===== src/common/wdog_consts.vh =====
// Register map, field layout and timing counts of the windowed watchdog
`ifndef WDOG_CONSTS_VH
`define WDOG_CONSTS_VH
// Register byte offsets
`define OFF_SERVICE 8'h00
`define OFF_CONTROL 8'h04
`define OFF_STATUS 8'h08
`define OFF_IDLE_TIMER 8'h0C
// Service register fields
`define SVC_WIN_HI 7
`define SVC_WIN_LO 6
`define SVC_KEY_HI 5
`define SVC_KEY_LO 1
`define SVC_CM_BIT 0
`define SVC_KEY 5'h0C
`define SVC_WIN_RESET 2'h3
`define SVC_CM_RESET 1'b1
// Control and status fields
`define CTL_CLOCK_DELAY_BIT 0
`define STS_PEND_BIT 0
`define STS_ACTIVE_BIT 1
`define STS_CMERR_BIT 2
`define STS_CONFIG_BIT 3
// Timing in instruction cycles
`define LOWER_LIMIT_TC 16'h0800
`define UPPER_BASE_TC 17'h0_2000
`define PIN_HOLD_TC 5'h10
`define IDLE_PEND_BIT 12
// Clocks per instruction cycle
`define CYCLE_DIV 10
// Clock monitor reject time in ns, and clock period in ns
`define CM_LIMIT_NS 1000000
`define CLK_PERIOD_NS 40
// Bus responses
`define RESP_OKAY 2'h0
`define RESP_SLVERR 2'h2
`endif


===== src/verilog/axil_reg_port.v =====
// AXI4-Lite slave front end producing a register write strobe and a read address
`timescale 1ns/1ps
`default_nettype none
`include "wdog_consts.vh"
module axil_reg_port (
	input wire clk_in,
	input wire sys_rst_in,
	input wire [7:0] s_axi_awaddr_in,
	input wire s_axi_awvalid_in,
	output reg s_axi_awready_out,
	input wire [31:0] s_axi_wdata_in,
	input wire [3:0] s_axi_wstrb_in,
	input wire s_axi_wvalid_in,
	output reg s_axi_wready_out,
	output reg [1:0] s_axi_bresp_out,
	output reg s_axi_bvalid_out,
	input wire s_axi_bready_in,
	input wire [7:0] s_axi_araddr_in,
	input wire s_axi_arvalid_in,
	output reg s_axi_arready_out,
	output reg [31:0] s_axi_rdata_out,
	output reg [1:0] s_axi_rresp_out,
	output reg s_axi_rvalid_out,
	input wire s_axi_rready_in,
	output reg wr_pulse_out,
	output reg [7:0] wr_addr_out,
	output reg [7:0] wr_data_out,
	output wire [7:0] rd_addr_out,
	input wire [31:0] rd_data_in
);
	reg aw_held_reg;
	reg w_held_reg;
	reg ar_held_reg;
	reg [7:0] aw_addr_reg;
	reg [7:0] ar_addr_reg;
	reg [31:0] w_data_reg;
	reg [3:0] w_strb_reg;

	// Word offsets that hold a register
	function addr_ok;
		input [7:0] a;
		begin
			addr_ok = (a == `OFF_SERVICE) || (a == `OFF_CONTROL) ||
				(a == `OFF_STATUS) || (a == `OFF_IDLE_TIMER);
		end
	endfunction

	assign rd_addr_out = ar_addr_reg;

	// Write channel: address and data in either order
	always @(posedge clk_in) begin
		if (sys_rst_in) begin
			aw_held_reg <= 1'b0;
			w_held_reg <= 1'b0;
			aw_addr_reg <= 8'h00;
			w_data_reg <= 32'h0000_0000;
			w_strb_reg <= 4'h0;
			s_axi_awready_out <= 1'b1;
			s_axi_wready_out <= 1'b1;
			s_axi_bvalid_out <= 1'b0;
			s_axi_bresp_out <= `RESP_OKAY;
			wr_pulse_out <= 1'b0;
			wr_addr_out <= 8'h00;
			wr_data_out <= 8'h00;
		end else begin
			wr_pulse_out <= 1'b0;
			if (s_axi_awvalid_in && s_axi_awready_out) begin
				aw_held_reg <= 1'b1;
				aw_addr_reg <= s_axi_awaddr_in;
				s_axi_awready_out <= 1'b0;
			end
			if (s_axi_wvalid_in && s_axi_wready_out) begin
				w_held_reg <= 1'b1;
				w_data_reg <= s_axi_wdata_in;
				w_strb_reg <= s_axi_wstrb_in;
				s_axi_wready_out <= 1'b0;
			end
			if (aw_held_reg && w_held_reg && !s_axi_bvalid_out) begin
				aw_held_reg <= 1'b0;
				w_held_reg <= 1'b0;
				s_axi_bvalid_out <= 1'b1;
				s_axi_bresp_out <= addr_ok(aw_addr_reg) ? `RESP_OKAY : `RESP_SLVERR;
				wr_pulse_out <= addr_ok(aw_addr_reg) && w_strb_reg[0];
				wr_addr_out <= aw_addr_reg;
				wr_data_out <= w_data_reg[7:0];
			end
			if (s_axi_bvalid_out && s_axi_bready_in) begin
				s_axi_bvalid_out <= 1'b0;
				s_axi_awready_out <= 1'b1;
				s_axi_wready_out <= 1'b1;
			end
		end
	end

	// Read channel: one cycle to fetch the word
	always @(posedge clk_in) begin
		if (sys_rst_in) begin
			ar_held_reg <= 1'b0;
			ar_addr_reg <= 8'h00;
			s_axi_arready_out <= 1'b1;
			s_axi_rvalid_out <= 1'b0;
			s_axi_rdata_out <= 32'h0000_0000;
			s_axi_rresp_out <= `RESP_OKAY;
		end else begin
			if (s_axi_arvalid_in && s_axi_arready_out) begin
				ar_held_reg <= 1'b1;
				ar_addr_reg <= s_axi_araddr_in;
				s_axi_arready_out <= 1'b0;
			end
			if (ar_held_reg) begin
				ar_held_reg <= 1'b0;
				s_axi_rvalid_out <= 1'b1;
				s_axi_rdata_out <= addr_ok(ar_addr_reg) ? rd_data_in : 32'h0000_0000;
				s_axi_rresp_out <= addr_ok(ar_addr_reg) ? `RESP_OKAY : `RESP_SLVERR;
			end
			if (s_axi_rvalid_out && s_axi_rready_in) begin
				s_axi_rvalid_out <= 1'b0;
				s_axi_arready_out <= 1'b1;
			end
		end
	end
endmodule
`default_nettype wire


===== src/verilog/clk_freq_monitor.v =====
// Clock monitor flagging missing or slow instruction-cycle ticks
`timescale 1ns/1ps
`default_nettype none
`include "wdog_consts.vh"
module clk_freq_monitor #(
	parameter LIMIT_CLKS = `CM_LIMIT_NS / `CLK_PERIOD_NS
) (
	input wire clk_in,
	input wire sys_rst_in,
	input wire enable_in,
	input wire tick_in,
	output reg err_out
);
	reg [31:0] gap_reg;

	// Gap between ticks; too long a gap is a frequency error
	always @(posedge clk_in) begin
		if (sys_rst_in || !enable_in) begin
			gap_reg <= 32'h0000_0000;
			err_out <= 1'b0;
		end else if (tick_in) begin
			gap_reg <= 32'h0000_0000;
			err_out <= 1'b0; // Clock has recovered
		end else if (gap_reg >= LIMIT_CLKS - 1) begin
			err_out <= 1'b1;
		end else begin
			gap_reg <= gap_reg + 32'h0000_0001;
		end
	end
endmodule
`default_nettype wire


===== src/verilog/windowed_watchdog_clock_monitor.v =====
// Windowed watchdog with clock monitor and idle timer, AXI4-Lite registers
`timescale 1ns/1ps
`default_nettype none
`include "wdog_consts.vh"
module windowed_watchdog_clock_monitor #(
	parameter CYCLE_DIV = `CYCLE_DIV,
	parameter CM_LIMIT_CLKS = `CM_LIMIT_NS / `CLK_PERIOD_NS
) (
	input wire clk_in,
	input wire sys_rst_in,
	input wire [7:0] s_axi_awaddr_in,
	input wire s_axi_awvalid_in,
	output wire s_axi_awready_out,
	input wire [31:0] s_axi_wdata_in,
	input wire [3:0] s_axi_wstrb_in,
	input wire s_axi_wvalid_in,
	output wire s_axi_wready_out,
	output wire [1:0] s_axi_bresp_out,
	output wire s_axi_bvalid_out,
	input wire s_axi_bready_in,
	input wire [7:0] s_axi_araddr_in,
	input wire s_axi_arvalid_in,
	output wire s_axi_arready_out,
	output wire [31:0] s_axi_rdata_out,
	output wire [1:0] s_axi_rresp_out,
	output wire s_axi_rvalid_out,
	input wire s_axi_rready_in,
	input wire osc_ok_in,
	input wire halt_in,
	input wire idle_in,
	input wire rc_osc_option_in,
	input wire timeout_out_n_in,
	output reg timeout_out_n_out,
	output reg timeout_out_n_oe_out
);
	localparam PIN_IDLE = 2'd0;
	localparam PIN_PULL = 2'd1;
	localparam PIN_HOLD = 2'd2;
	localparam PIN_WAIT = 2'd3;

	wire wr_pulse;
	wire [7:0] wr_addr;
	wire [7:0] wr_data;
	wire [7:0] rd_addr;
	reg [31:0] rd_data;
	wire cm_err;

	reg [15:0] div_reg;
	reg tick_reg;
	reg configured_reg;
	reg [1:0] win_sel_reg;
	reg cm_en_reg;
	reg clock_delay_sel_reg;
	reg [15:0] win_cnt_reg;
	reg [15:0] win_cnt_next;
	reg wd_err;
	reg [1:0] pin_state_reg;
	reg [1:0] pin_state_next;
	reg [4:0] hold_cnt_reg;
	reg [4:0] hold_cnt_next;
	reg halt_prev_reg;
	reg idle_prev_reg;
	reg [15:0] idle_timer_reg = 16'h0000;
	reg idle_timer_pending_reg;
	reg svc_cfg;
	reg [1:0] win_sel_next;
	reg cm_en_next;

	wire svc_wr;
	wire [4:0] key;
	wire key_ok;
	wire fields_ok;
	wire halt_exit;
	wire idle_exit;
	wire wd_run;
	wire pin_low;

	// Last instruction cycle of the selected upper limit
	function [15:0] upper_last;
		input [1:0] sel;
		reg [16:0] lim;
		begin
			lim = `UPPER_BASE_TC << sel;
			upper_last = lim[15:0] - 16'h0001;
		end
	endfunction

	axil_reg_port u_bus (
		.clk_in(clk_in),
		.sys_rst_in(sys_rst_in),
		.s_axi_awaddr_in(s_axi_awaddr_in),
		.s_axi_awvalid_in(s_axi_awvalid_in),
		.s_axi_awready_out(s_axi_awready_out),
		.s_axi_wdata_in(s_axi_wdata_in),
		.s_axi_wstrb_in(s_axi_wstrb_in),
		.s_axi_wvalid_in(s_axi_wvalid_in),
		.s_axi_wready_out(s_axi_wready_out),
		.s_axi_bresp_out(s_axi_bresp_out),
		.s_axi_bvalid_out(s_axi_bvalid_out),
		.s_axi_bready_in(s_axi_bready_in),
		.s_axi_araddr_in(s_axi_araddr_in),
		.s_axi_arvalid_in(s_axi_arvalid_in),
		.s_axi_arready_out(s_axi_arready_out),
		.s_axi_rdata_out(s_axi_rdata_out),
		.s_axi_rresp_out(s_axi_rresp_out),
		.s_axi_rvalid_out(s_axi_rvalid_out),
		.s_axi_rready_in(s_axi_rready_in),
		.wr_pulse_out(wr_pulse),
		.wr_addr_out(wr_addr),
		.wr_data_out(wr_data),
		.rd_addr_out(rd_addr),
		.rd_data_in(rd_data)
	);

	// monitor watches ticks, which stop in HALT
	// reject time between 100 us and 100 ms
	clk_freq_monitor #(
		.LIMIT_CLKS(CM_LIMIT_CLKS)
	) u_cm (
		.clk_in(clk_in),
		.sys_rst_in(sys_rst_in),
		.enable_in(cm_en_reg),
		.tick_in(tick_reg),
		.err_out(cm_err)
	);

	// Instruction-cycle enable, absent when oscillator stopped
	always @(posedge clk_in) begin
		if (sys_rst_in) begin
			div_reg <= 16'h0000;
			tick_reg <= 1'b0;
		end else if (!osc_ok_in || halt_in) begin
			tick_reg <= 1'b0;
		end else if (div_reg == CYCLE_DIV - 1) begin
			div_reg <= 16'h0000;
			tick_reg <= 1'b1;
		end else begin
			div_reg <= div_reg + 16'h0001;
			tick_reg <= 1'b0;
		end
	end

	// Service write decode
	assign key = wr_data[`SVC_KEY_HI:`SVC_KEY_LO];
	assign key_ok = (key == `SVC_KEY);
	assign fields_ok = key_ok &&
		(wr_data[`SVC_WIN_HI:`SVC_WIN_LO] == win_sel_reg) &&
		(wr_data[`SVC_CM_BIT] == cm_en_reg);
	// ignored while the pin is active
	assign svc_wr = wr_pulse && (wr_addr == `OFF_SERVICE) && (pin_state_reg == PIN_IDLE);
	assign halt_exit = halt_prev_reg && !halt_in;
	assign idle_exit = idle_prev_reg && !idle_in;
	// counting stops in HALT, IDLE and while timed out
	assign wd_run = tick_reg && !halt_in && !idle_in && (pin_state_reg == PIN_IDLE);
	assign pin_low = !timeout_out_n_in;

	// Window counter, service checks and configuration
	always @* begin
		win_cnt_next = win_cnt_reg;
		wd_err = 1'b0;
		svc_cfg = 1'b0;
		win_sel_next = win_sel_reg;
		cm_en_next = cm_en_reg;
		if (wd_run)
			win_cnt_next = win_cnt_reg + 16'h0001;
		if (wd_run && win_cnt_reg == upper_last(win_sel_reg))
			wd_err = 1'b1;
		// RC with clock delay clear keeps the count
		// otherwise reload the window after HALT
		if (halt_exit && !(rc_osc_option_in && !clock_delay_sel_reg))
			win_cnt_next = 16'h0000;
		if (idle_exit)
			win_cnt_next = 16'h0000;
		if (svc_wr) begin
			if (!configured_reg) begin
				// no lower check on first service
				if (key_ok) begin
					svc_cfg = 1'b1;
					win_sel_next = wr_data[`SVC_WIN_HI:`SVC_WIN_LO];
					cm_en_next = wr_data[`SVC_CM_BIT];
					win_cnt_next = 16'h0000;
				end else begin
					wd_err = 1'b1;
				end
			end else if (fields_ok && win_cnt_reg >= `LOWER_LIMIT_TC) begin
				win_cnt_next = 16'h0000;
			end else begin
				wd_err = 1'b1;
			end
		end
		if (pin_state_reg == PIN_WAIT && !pin_low)
			win_cnt_next = 16'h0000;
	end

	// reset arms widest window with monitor on
	always @(posedge clk_in) begin
		if (sys_rst_in) begin
			configured_reg <= 1'b0;
			win_sel_reg <= `SVC_WIN_RESET;
			cm_en_reg <= `SVC_CM_RESET;
			win_cnt_reg <= 16'h0000;
			halt_prev_reg <= 1'b0;
			idle_prev_reg <= 1'b0;
		end else begin
			if (svc_cfg)
				configured_reg <= 1'b1;
			win_sel_reg <= win_sel_next;
			cm_en_reg <= cm_en_next;
			win_cnt_reg <= win_cnt_next;
			halt_prev_reg <= halt_in;
			idle_prev_reg <= idle_in;
		end
	end

	// Timeout pin sequencing shared by watchdog and monitor
	always @* begin
		pin_state_next = pin_state_reg;
		hold_cnt_next = hold_cnt_reg;
		case (pin_state_reg)
			PIN_IDLE: begin
				// pin low at power-up times out
				if (wd_err || cm_err || pin_low) begin
					pin_state_next = PIN_PULL;
					hold_cnt_next = 5'h00;
				end
			end
			PIN_PULL: begin
				// wait for the sensed low level
				if (pin_low && !cm_err) begin
					pin_state_next = PIN_HOLD;
					hold_cnt_next = 5'h00;
				end
			end
			PIN_HOLD: begin
				if (cm_err) begin
					pin_state_next = PIN_PULL;
				end else if (tick_reg) begin
					if (hold_cnt_reg == `PIN_HOLD_TC - 5'h01)
						pin_state_next = PIN_WAIT;
					else
						hold_cnt_next = hold_cnt_reg + 5'h01;
				end
			end
			PIN_WAIT: begin
				if (cm_err)
					pin_state_next = PIN_PULL;
				else if (!pin_low)
					pin_state_next = PIN_IDLE;
			end
			default: begin
				pin_state_next = PIN_IDLE;
			end
		endcase
	end

	// Pin state and registered drive enable
	always @(posedge clk_in) begin
		if (sys_rst_in) begin
			pin_state_reg <= PIN_IDLE;
			hold_cnt_reg <= 5'h00;
			timeout_out_n_out <= 1'b0;
			timeout_out_n_oe_out <= 1'b0;
		end else begin
			pin_state_reg <= pin_state_next;
			hold_cnt_reg <= hold_cnt_next;
			timeout_out_n_out <= 1'b0; // Open drain, only ever pulls low
			timeout_out_n_oe_out <= (pin_state_next == PIN_PULL) || (pin_state_next == PIN_HOLD);
		end
	end

	// idle timer free-runs and is never reset
	always @(posedge clk_in) begin
		if (tick_reg)
			idle_timer_reg <= idle_timer_reg + 16'h0001;
	end

	// pending flag set on bit toggle, cleared by software
	always @(posedge clk_in) begin
		if (sys_rst_in) begin
			idle_timer_pending_reg <= 1'b0;
		end else if (tick_reg && idle_timer_reg[`IDLE_PEND_BIT - 1:0] == {`IDLE_PEND_BIT{1'b1}}) begin
			idle_timer_pending_reg <= 1'b1; // Set beats clear
		end else if (wr_pulse && wr_addr == `OFF_STATUS && wr_data[`STS_PEND_BIT]) begin
			idle_timer_pending_reg <= 1'b0;
		end
	end

	// Clock delay control bit
	always @(posedge clk_in) begin
		if (sys_rst_in)
			clock_delay_sel_reg <= 1'b0;
		else if (wr_pulse && wr_addr == `OFF_CONTROL)
			clock_delay_sel_reg <= wr_data[`CTL_CLOCK_DELAY_BIT];
	end

	// Read data multiplexer
	always @* begin
		rd_data = 32'h0000_0000;
		case (rd_addr)
			`OFF_SERVICE: begin
				rd_data[`SVC_WIN_HI:`SVC_WIN_LO] = win_sel_reg;
				rd_data[`SVC_CM_BIT] = cm_en_reg;
			end
			`OFF_CONTROL: begin
				rd_data[`CTL_CLOCK_DELAY_BIT] = clock_delay_sel_reg;
			end
			`OFF_STATUS: begin
				rd_data[`STS_PEND_BIT] = idle_timer_pending_reg;
				rd_data[`STS_ACTIVE_BIT] = (pin_state_reg != PIN_IDLE);
				rd_data[`STS_CMERR_BIT] = cm_err;
				rd_data[`STS_CONFIG_BIT] = configured_reg;
			end
			`OFF_IDLE_TIMER: begin
				rd_data[15:0] = idle_timer_reg;
			end
			default: begin
				rd_data = 32'h0000_0000;
			end
		endcase
	end
endmodule
`default_nettype wire


===== config.mk =====
export PLATFORM = sky130hd
export DESIGN_NAME = windowed_watchdog_clock_monitor
export DESIGN_NICKNAME = d
export VERILOG_FILES = /design/src/verilog/axil_reg_port.v /design/src/verilog/clk_freq_monitor.v /design/src/verilog/windowed_watchdog_clock_monitor.v
export VERILOG_INCLUDE_DIRS = /design/src /design/src/common
export SDC_FILE = /design/constraint.sdc
export NUM_CORES = 1
export LEC_CHECK = 0
export ABC_AREA = 1
export BUFFER_PORTS_ARGS = -buffer_cell sky130_fd_sc_hd__buf_2
export CELL_PAD_IN_SITES_DETAIL_PLACEMENT = 2
export CELL_PAD_IN_SITES_GLOBAL_PLACEMENT = 2
export CORE_MARGIN = 4
export CORE_UTILIZATION = 34
export CTS_BUF_LIST = sky130_fd_sc_hd__clkbuf_8
export DETAILED_ROUTE_END_ITERATION = 10
export PLACE_DENSITY_LB_ADDON = 0.1
export SYNTH_ARGS = -nofsm -noshare
export SYNTH_HDL_FRONTEND = slang
export SYNTH_HIERARCHICAL = 1
export SYNTH_SLANG_ARGS = --single-unit

===== constraint.sdc =====
create_clock -name clk_in -period 2.1 [get_ports clk_in]
set_input_delay 0.21 -clock clk_in [delete_from_list [all_inputs] [get_ports clk_in]]
set_output_delay 0.21 -clock clk_in [all_outputs]
set_load 0.02 [all_outputs]

After elaboration in Yosys (flattened, before gate mapping):

Cells that the tools add are included.

* bits of input ports: 64
* register bits: 184
* output and inout bits: 43

* reduce and logical (&&, ||, !) cells: 64
* add/sub/neg operators: 6
* bitwise operators: 2
* equal/unequal tests: 25
* muxes and demuxes: 42
* $lt $le $gt $ge: 2
* shift-type cells: 1

Operator list (count)
* 16-bit two-way mux: 9
* 16-bit by 1-bit adder with 16-bit output, second input constant: 3
* 8-bit by 4-bit == test with 1-bit output, second input constant: 5
* 32-bit by 1-bit adder with 32-bit output, second input constant: 1
* 32-bit by 15-bit >= comparator with 1-bit output, second input constant: 1
* 1-bit logical AND: 27
* 5-bit two-way mux: 5
* 8-bit by 3-bit == test with 1-bit output, second input constant: 3
* 8-bit logical NOT: 3
* 2-bit two-way mux: 10
* 16-bit == test: 1
* 16-bit by 4-bit == test with 1-bit output, second input constant: 1
* 16-bit by 12-bit >= comparator with 1-bit output, second input constant: 1
* 2-bit OR reduction: 8
* 14-bit by 2-bit left shift with 16-bit output, first input constant: 1
* 16-bit by 1-bit subtractor with 16-bit output, second input constant: 1
* 5-bit case mux with 3 select lines: 1
* 12-bit == test, second input constant: 1
* 1-bit two-way mux: 12
* 1-bit logical OR: 11
* 5-bit by 4-bit == test with 1-bit output, second input constant: 2
* 1-bit logical NOT: 9
* 8-bit two-way mux: 1
* 2-bit inequality test, second input constant: 4
* other kinds (16): 21

Longest topological paths before layout:

* depth after elaboration: 15
* gate-level depth with buffers: 12
* gate-level depth less buffers: 12

Hierarchy:

The synthesis kept the hierarchy.

By module, submodules not included
* windowed_watchdog_clock_monitor: cells an instance 484, area an instance 3545.9 um^2, seq. area each 1461.4 um^2, instances 1
* axil_reg_port: cells an instance 438, area an instance 3299.4 um^2, seq. area each 1681.6 um^2, instances 1
* clk_freq_monitor: cells an instance 243, area an instance 1600.3 um^2, seq. area each 660.6 um^2, instances 1

Worst setup path after synthesis:

No wires, ideal clock.

* path kind: reg-to-reg
* from: reg tick_reg
* to: reg hold_cnt_reg[3]
* stages on the path, launching flop included: 10
* path slack: 314 ps
* data arrival time: 1654 ps
* setup time: 132 ps
* period minus slack after synthesis: 1786 ps
* buffers on the path: 0
* cells stage by stage: dfxtp_1 > nand3_1 > nor2_4 > nand3_2 > nor2_1 > nor2_1 > nand2_2 > nand2_2 > nand2_1 > a21oi_1

* longest elaborated chain between the ends: 12
* elaborated cells on any way between the ends: 14
* those cells by class: eq/ne: 2; mux: 5; reduce/logical: 7

Ends and longest elaborated chain
* start, declared: RTL line windowed_watchdog_clock_monitor.v:49 `reg tick_reg;`
* start signal, assigned: RTL line windowed_watchdog_clock_monitor.v:131 `tick_reg <= 1'b0;`
* start signal, assigned: RTL line windowed_watchdog_clock_monitor.v:133 `tick_reg <= 1'b0;`
* start signal, assigned: RTL line windowed_watchdog_clock_monitor.v:136 `tick_reg <= 1'b1;`
* 1-bit logical AND (3 in a row): RTL line windowed_watchdog_clock_monitor.v:154 `assign wd_run = tick_reg && !halt_in && !idle_in && (pin_state_reg == PIN_IDLE);`
* 1-bit logical AND: RTL line windowed_watchdog_clock_monitor.v:166 `if (wd_run && win_cnt_reg == upper_last(win_sel_reg))`
* 1-bit two-way mux: RTL line windowed_watchdog_clock_monitor.v:166
* 1-bit two-way mux, on equally long branches: RTL line windowed_watchdog_clock_monitor.v:177, windowed_watchdog_clock_monitor.v:185
* 1-bit two-way mux: RTL line windowed_watchdog_clock_monitor.v:175 `if (!configured_reg) begin`
* 1-bit two-way mux: RTL line windowed_watchdog_clock_monitor.v:174 `if (svc_wr) begin`
* 1-bit logical OR (2 in a row): RTL line windowed_watchdog_clock_monitor.v:222 `if (wd_err || cm_err || pin_low) begin`
* 2-bit by 1-bit inequality test with 1-bit output (no source line)
* 6-bit AND reduction (no source line) (*)
* end signal, assigned: RTL line windowed_watchdog_clock_monitor.v:265 `hold_cnt_reg <= hold_cnt_next;`
* end, declared: RTL line windowed_watchdog_clock_monitor.v:59 `reg [4:0] hold_cnt_reg;`

Every way passes the cells marked *; elsewhere a longest branch is shown, timed or not.
A chain may end at the register's enable or synchronous reset.

Worst setup path after layout:

* from: reg idle_timer_reg[0]
* to: reg idle_timer_reg[14], data pin

* longest elaborated chain between the ends: 1

Ends and longest elaborated chain
* start, declared: RTL line windowed_watchdog_clock_monitor.v:63 `reg [15:0] idle_timer_reg = 16'h0000;`
* start signal, assigned: RTL line windowed_watchdog_clock_monitor.v:274 `idle_timer_reg <= idle_timer_reg + 16'h0001;`
* 16-bit by 1-bit adder with 16-bit output: RTL line windowed_watchdog_clock_monitor.v:274

Every way passes these cells.

==> qor.csv <==
metric,value,unit
cap_viol_max_count,0,
final_cell_mix,"nand2_1 (241), nor2_1 (190), dfxtp_1 (165)",
maxSlewHeadroom,66.5,%
root_buffer,clkbuf_8,
synth_edf_count,16,
holdWs,0.0182,ns
hold_viol,0,
cts_sinks,182,
synthArstFlopShare,0,%
critPathLaunch,idle_timer_reg[0],
cts_post_setup_buffers_inserted,0,
fmax,529,MHz
insertion_delay,0.49,ns
area_growth,16.6,%
ys_top_cells_by_area,"dfxtp_1 (39%), nand2_1 (11%), nor2_1 (8.4%)",
finalMaxSlewViolations,0,
clk_pin_slew,0.10,ns
final_common_cell,nand2_1,
synth_top_family_by_area,simple AND/OR/NAND/NOR gates,
synthAdderAreaFrac,1.19,%
cts_buffers,17,
grt_max_degree,79,
place.gp.congestion,0.728,
synth_area,8450,sq um
viasPerCell,4.66,
place_area,9230,sq um
place_worst_setup_slack,0.162,ns
fin_crit_sh,90.1,%
hold_class,input port to flop,
synth.distinct_cells,44,
synthSimpleGateAreaFrac,32.0,%
fin_ws,0.208,ns
antenna_found_initial,1,
regToRegSetupSlack,0.21,ns
cts_tree,yes,
clock_path_buffers,2,
first_pass_iters,4,
rsz0062_at_grt,no,
worst_pin_slew,0.499,ns
worstPathRequired,2.33,ns
fill_cells,2978,
synth_warnings,6,
initial_core_util,34.6,%
yosys_register_bits,182,
synthesis.instances,1165,
total_leakage_power,0.00428,uW
peakVddDrop,0.288,mV
die_area,27400,sq um
avgSynthCellArea,7.25,sq um
drc,0,
p_per_area,711,nW/um^2
met2_length,11200,um
die_h,166,um
synth_xor_area_share,3.42,%
antennaDiodeCount,0,
ys.flop_type,dfxtp_1,
crit_arrival,2.12,ns
finalWorstPathRequiredPeriod,1.89,ns
rows,57,
crit_fanout,3,
chipWidth,166,um
status,"finished, final reports clean",
start_kind,flop,
netlist.area_leader.share,39.3,%
worstHoldStart,s_axi_wdata_in[4],
postRouteAntennaNets,0,
grt_pass1_vias,8267,
boundaryPins,107,
drt-met1-wl,10300,um
dr_total_vias,7541,
rr_startpoint,idle_timer_reg[0],
htree_levels,4,
highest_layer,met5,
met3_length,507,um
path_cells,"ha_1, nand2_1, nor2_1, nand2_1, nor2_1, nand3_2, nor3_4, nand3_1, xor2_1",
cp-end-kind,flop,
grt-ovfl-total,0,
fin_util,40.4,%
synth_mux_area_share,0,%
wirelength,22200,um
cpPeakStageDelay,0.39,ns
core,24400,sq um
setup-tns-final,0,ns
dp_hpwl,16100,um
drtIter0Drc,296,
synth_largest_area_cell,dfxtp_1,
synth-seq-area-share,45.0,%
clock_skew,0.0210,ns
wl_per_cell,13.7,um
cp_slowest_cell,edfxtp_1,
final_nets,1352,
crit_type,flop to flop,
grt_pass1_wl,38900,um
synth_compound_area_share,8.50,%
setup_violations,0,
grt_usage,16.6,%
final_area,9840,sq um
drive_gt1_share,13.6,%
portBuffers,76,
-- area by class of cell --
cell class | instances | area, sq um | share of cell area (%)
clock inverter | 15 | 146 | 1.49
inverter | 158 | 593 | 6.02
timing repair buffer | 115 | 766 | 7.78
sequential | 182 | 3800 | 38.7
tap | 324 | 405 | 4.12
clock buffer | 17 | 234 | 2.38
multi-input combinational | 806 | 3890 | 39.6
-- worst paths after layout --
path,depth (start not counted),to
worst max register to register,9,idle_timer_reg[14]
worst max-delay path,9,idle_timer_reg[14]
worst min-delay path,3,u_bus/w_data_reg[4]
worst min register to register,2,u_cm/gap_reg[26]
-- cells by family after synthesis --
logic type,after synthesis
buf+inv,194
compound gates,133
xor+xnor,33
simple gates,613
other cells,2
fa+ha+maj,8
flops,182
-- stage by stage --
stage | std cells | total power [uW]
floorplan | 1182 | 4390
global placement | 1563 | 4630
detailed placement | 1563 | 4660
CTS | 1617 | 7130
global route | 1617 | 7430
finish | 1617 | 7000
-- cell usage after synthesis, types with 2 or more instances --
cell	count
buf_2	15
xor2_1	29
buf_4	6
inv_1	152
nand4_1	9
nor2_1	190
conb_1	2
o22ai_1	4
nand3_2	2
ha_1	8
nor3_1	18
o21ai_0	42
or2_0	9
buf_6	7
nand3_1	97
nand2_2	7
a21oi_1	73
or2_2	23
inv_2	3
edfxtp_1	16
clkbuf_1	8
dfxtp_1	166
o211a_1	2
o211ai_1	4
xnor2_1	4
nor2_4	5
nor3_2	2
nand2_1	241
clkinv_1	3
nor3b_1	4
-- power breakdown --
group | internal [uW] | switching [uW] | total (uW)
Sequential | 3630 | 98.6 | 3730
Combinational | 323 | 550 | 873
Clock | 975 | 1420 | 2390
Total | 4930 | 2070 | 7000
-- repair_timing --
action / CTS / global route
gates resized for setup: 0 / 2
endpoints found under the setup margin: 0 / 1
endpoints found under the hold margin: 24 / 0
hold buffers: 22 / 0
-- critical path, delay by kind of cell, from the launching register on --
family | cells | cell delay, ns
AND/OR/NAND/NOR | 7 | 0.90
flip-flops | 1 | 0.39
adder cells (fa/ha/maj) | 1 | 0.20
XOR/XNOR | 1 | 0.15
-- layer usage --
layer,vias to the layer above,global-route usage (%)
li1,3852,-
met1,3606,20.4
met2,64,30.1
met3,17,3.27
met4,2,3.77
met5,-,0
(Power assumes the default switching activity.)
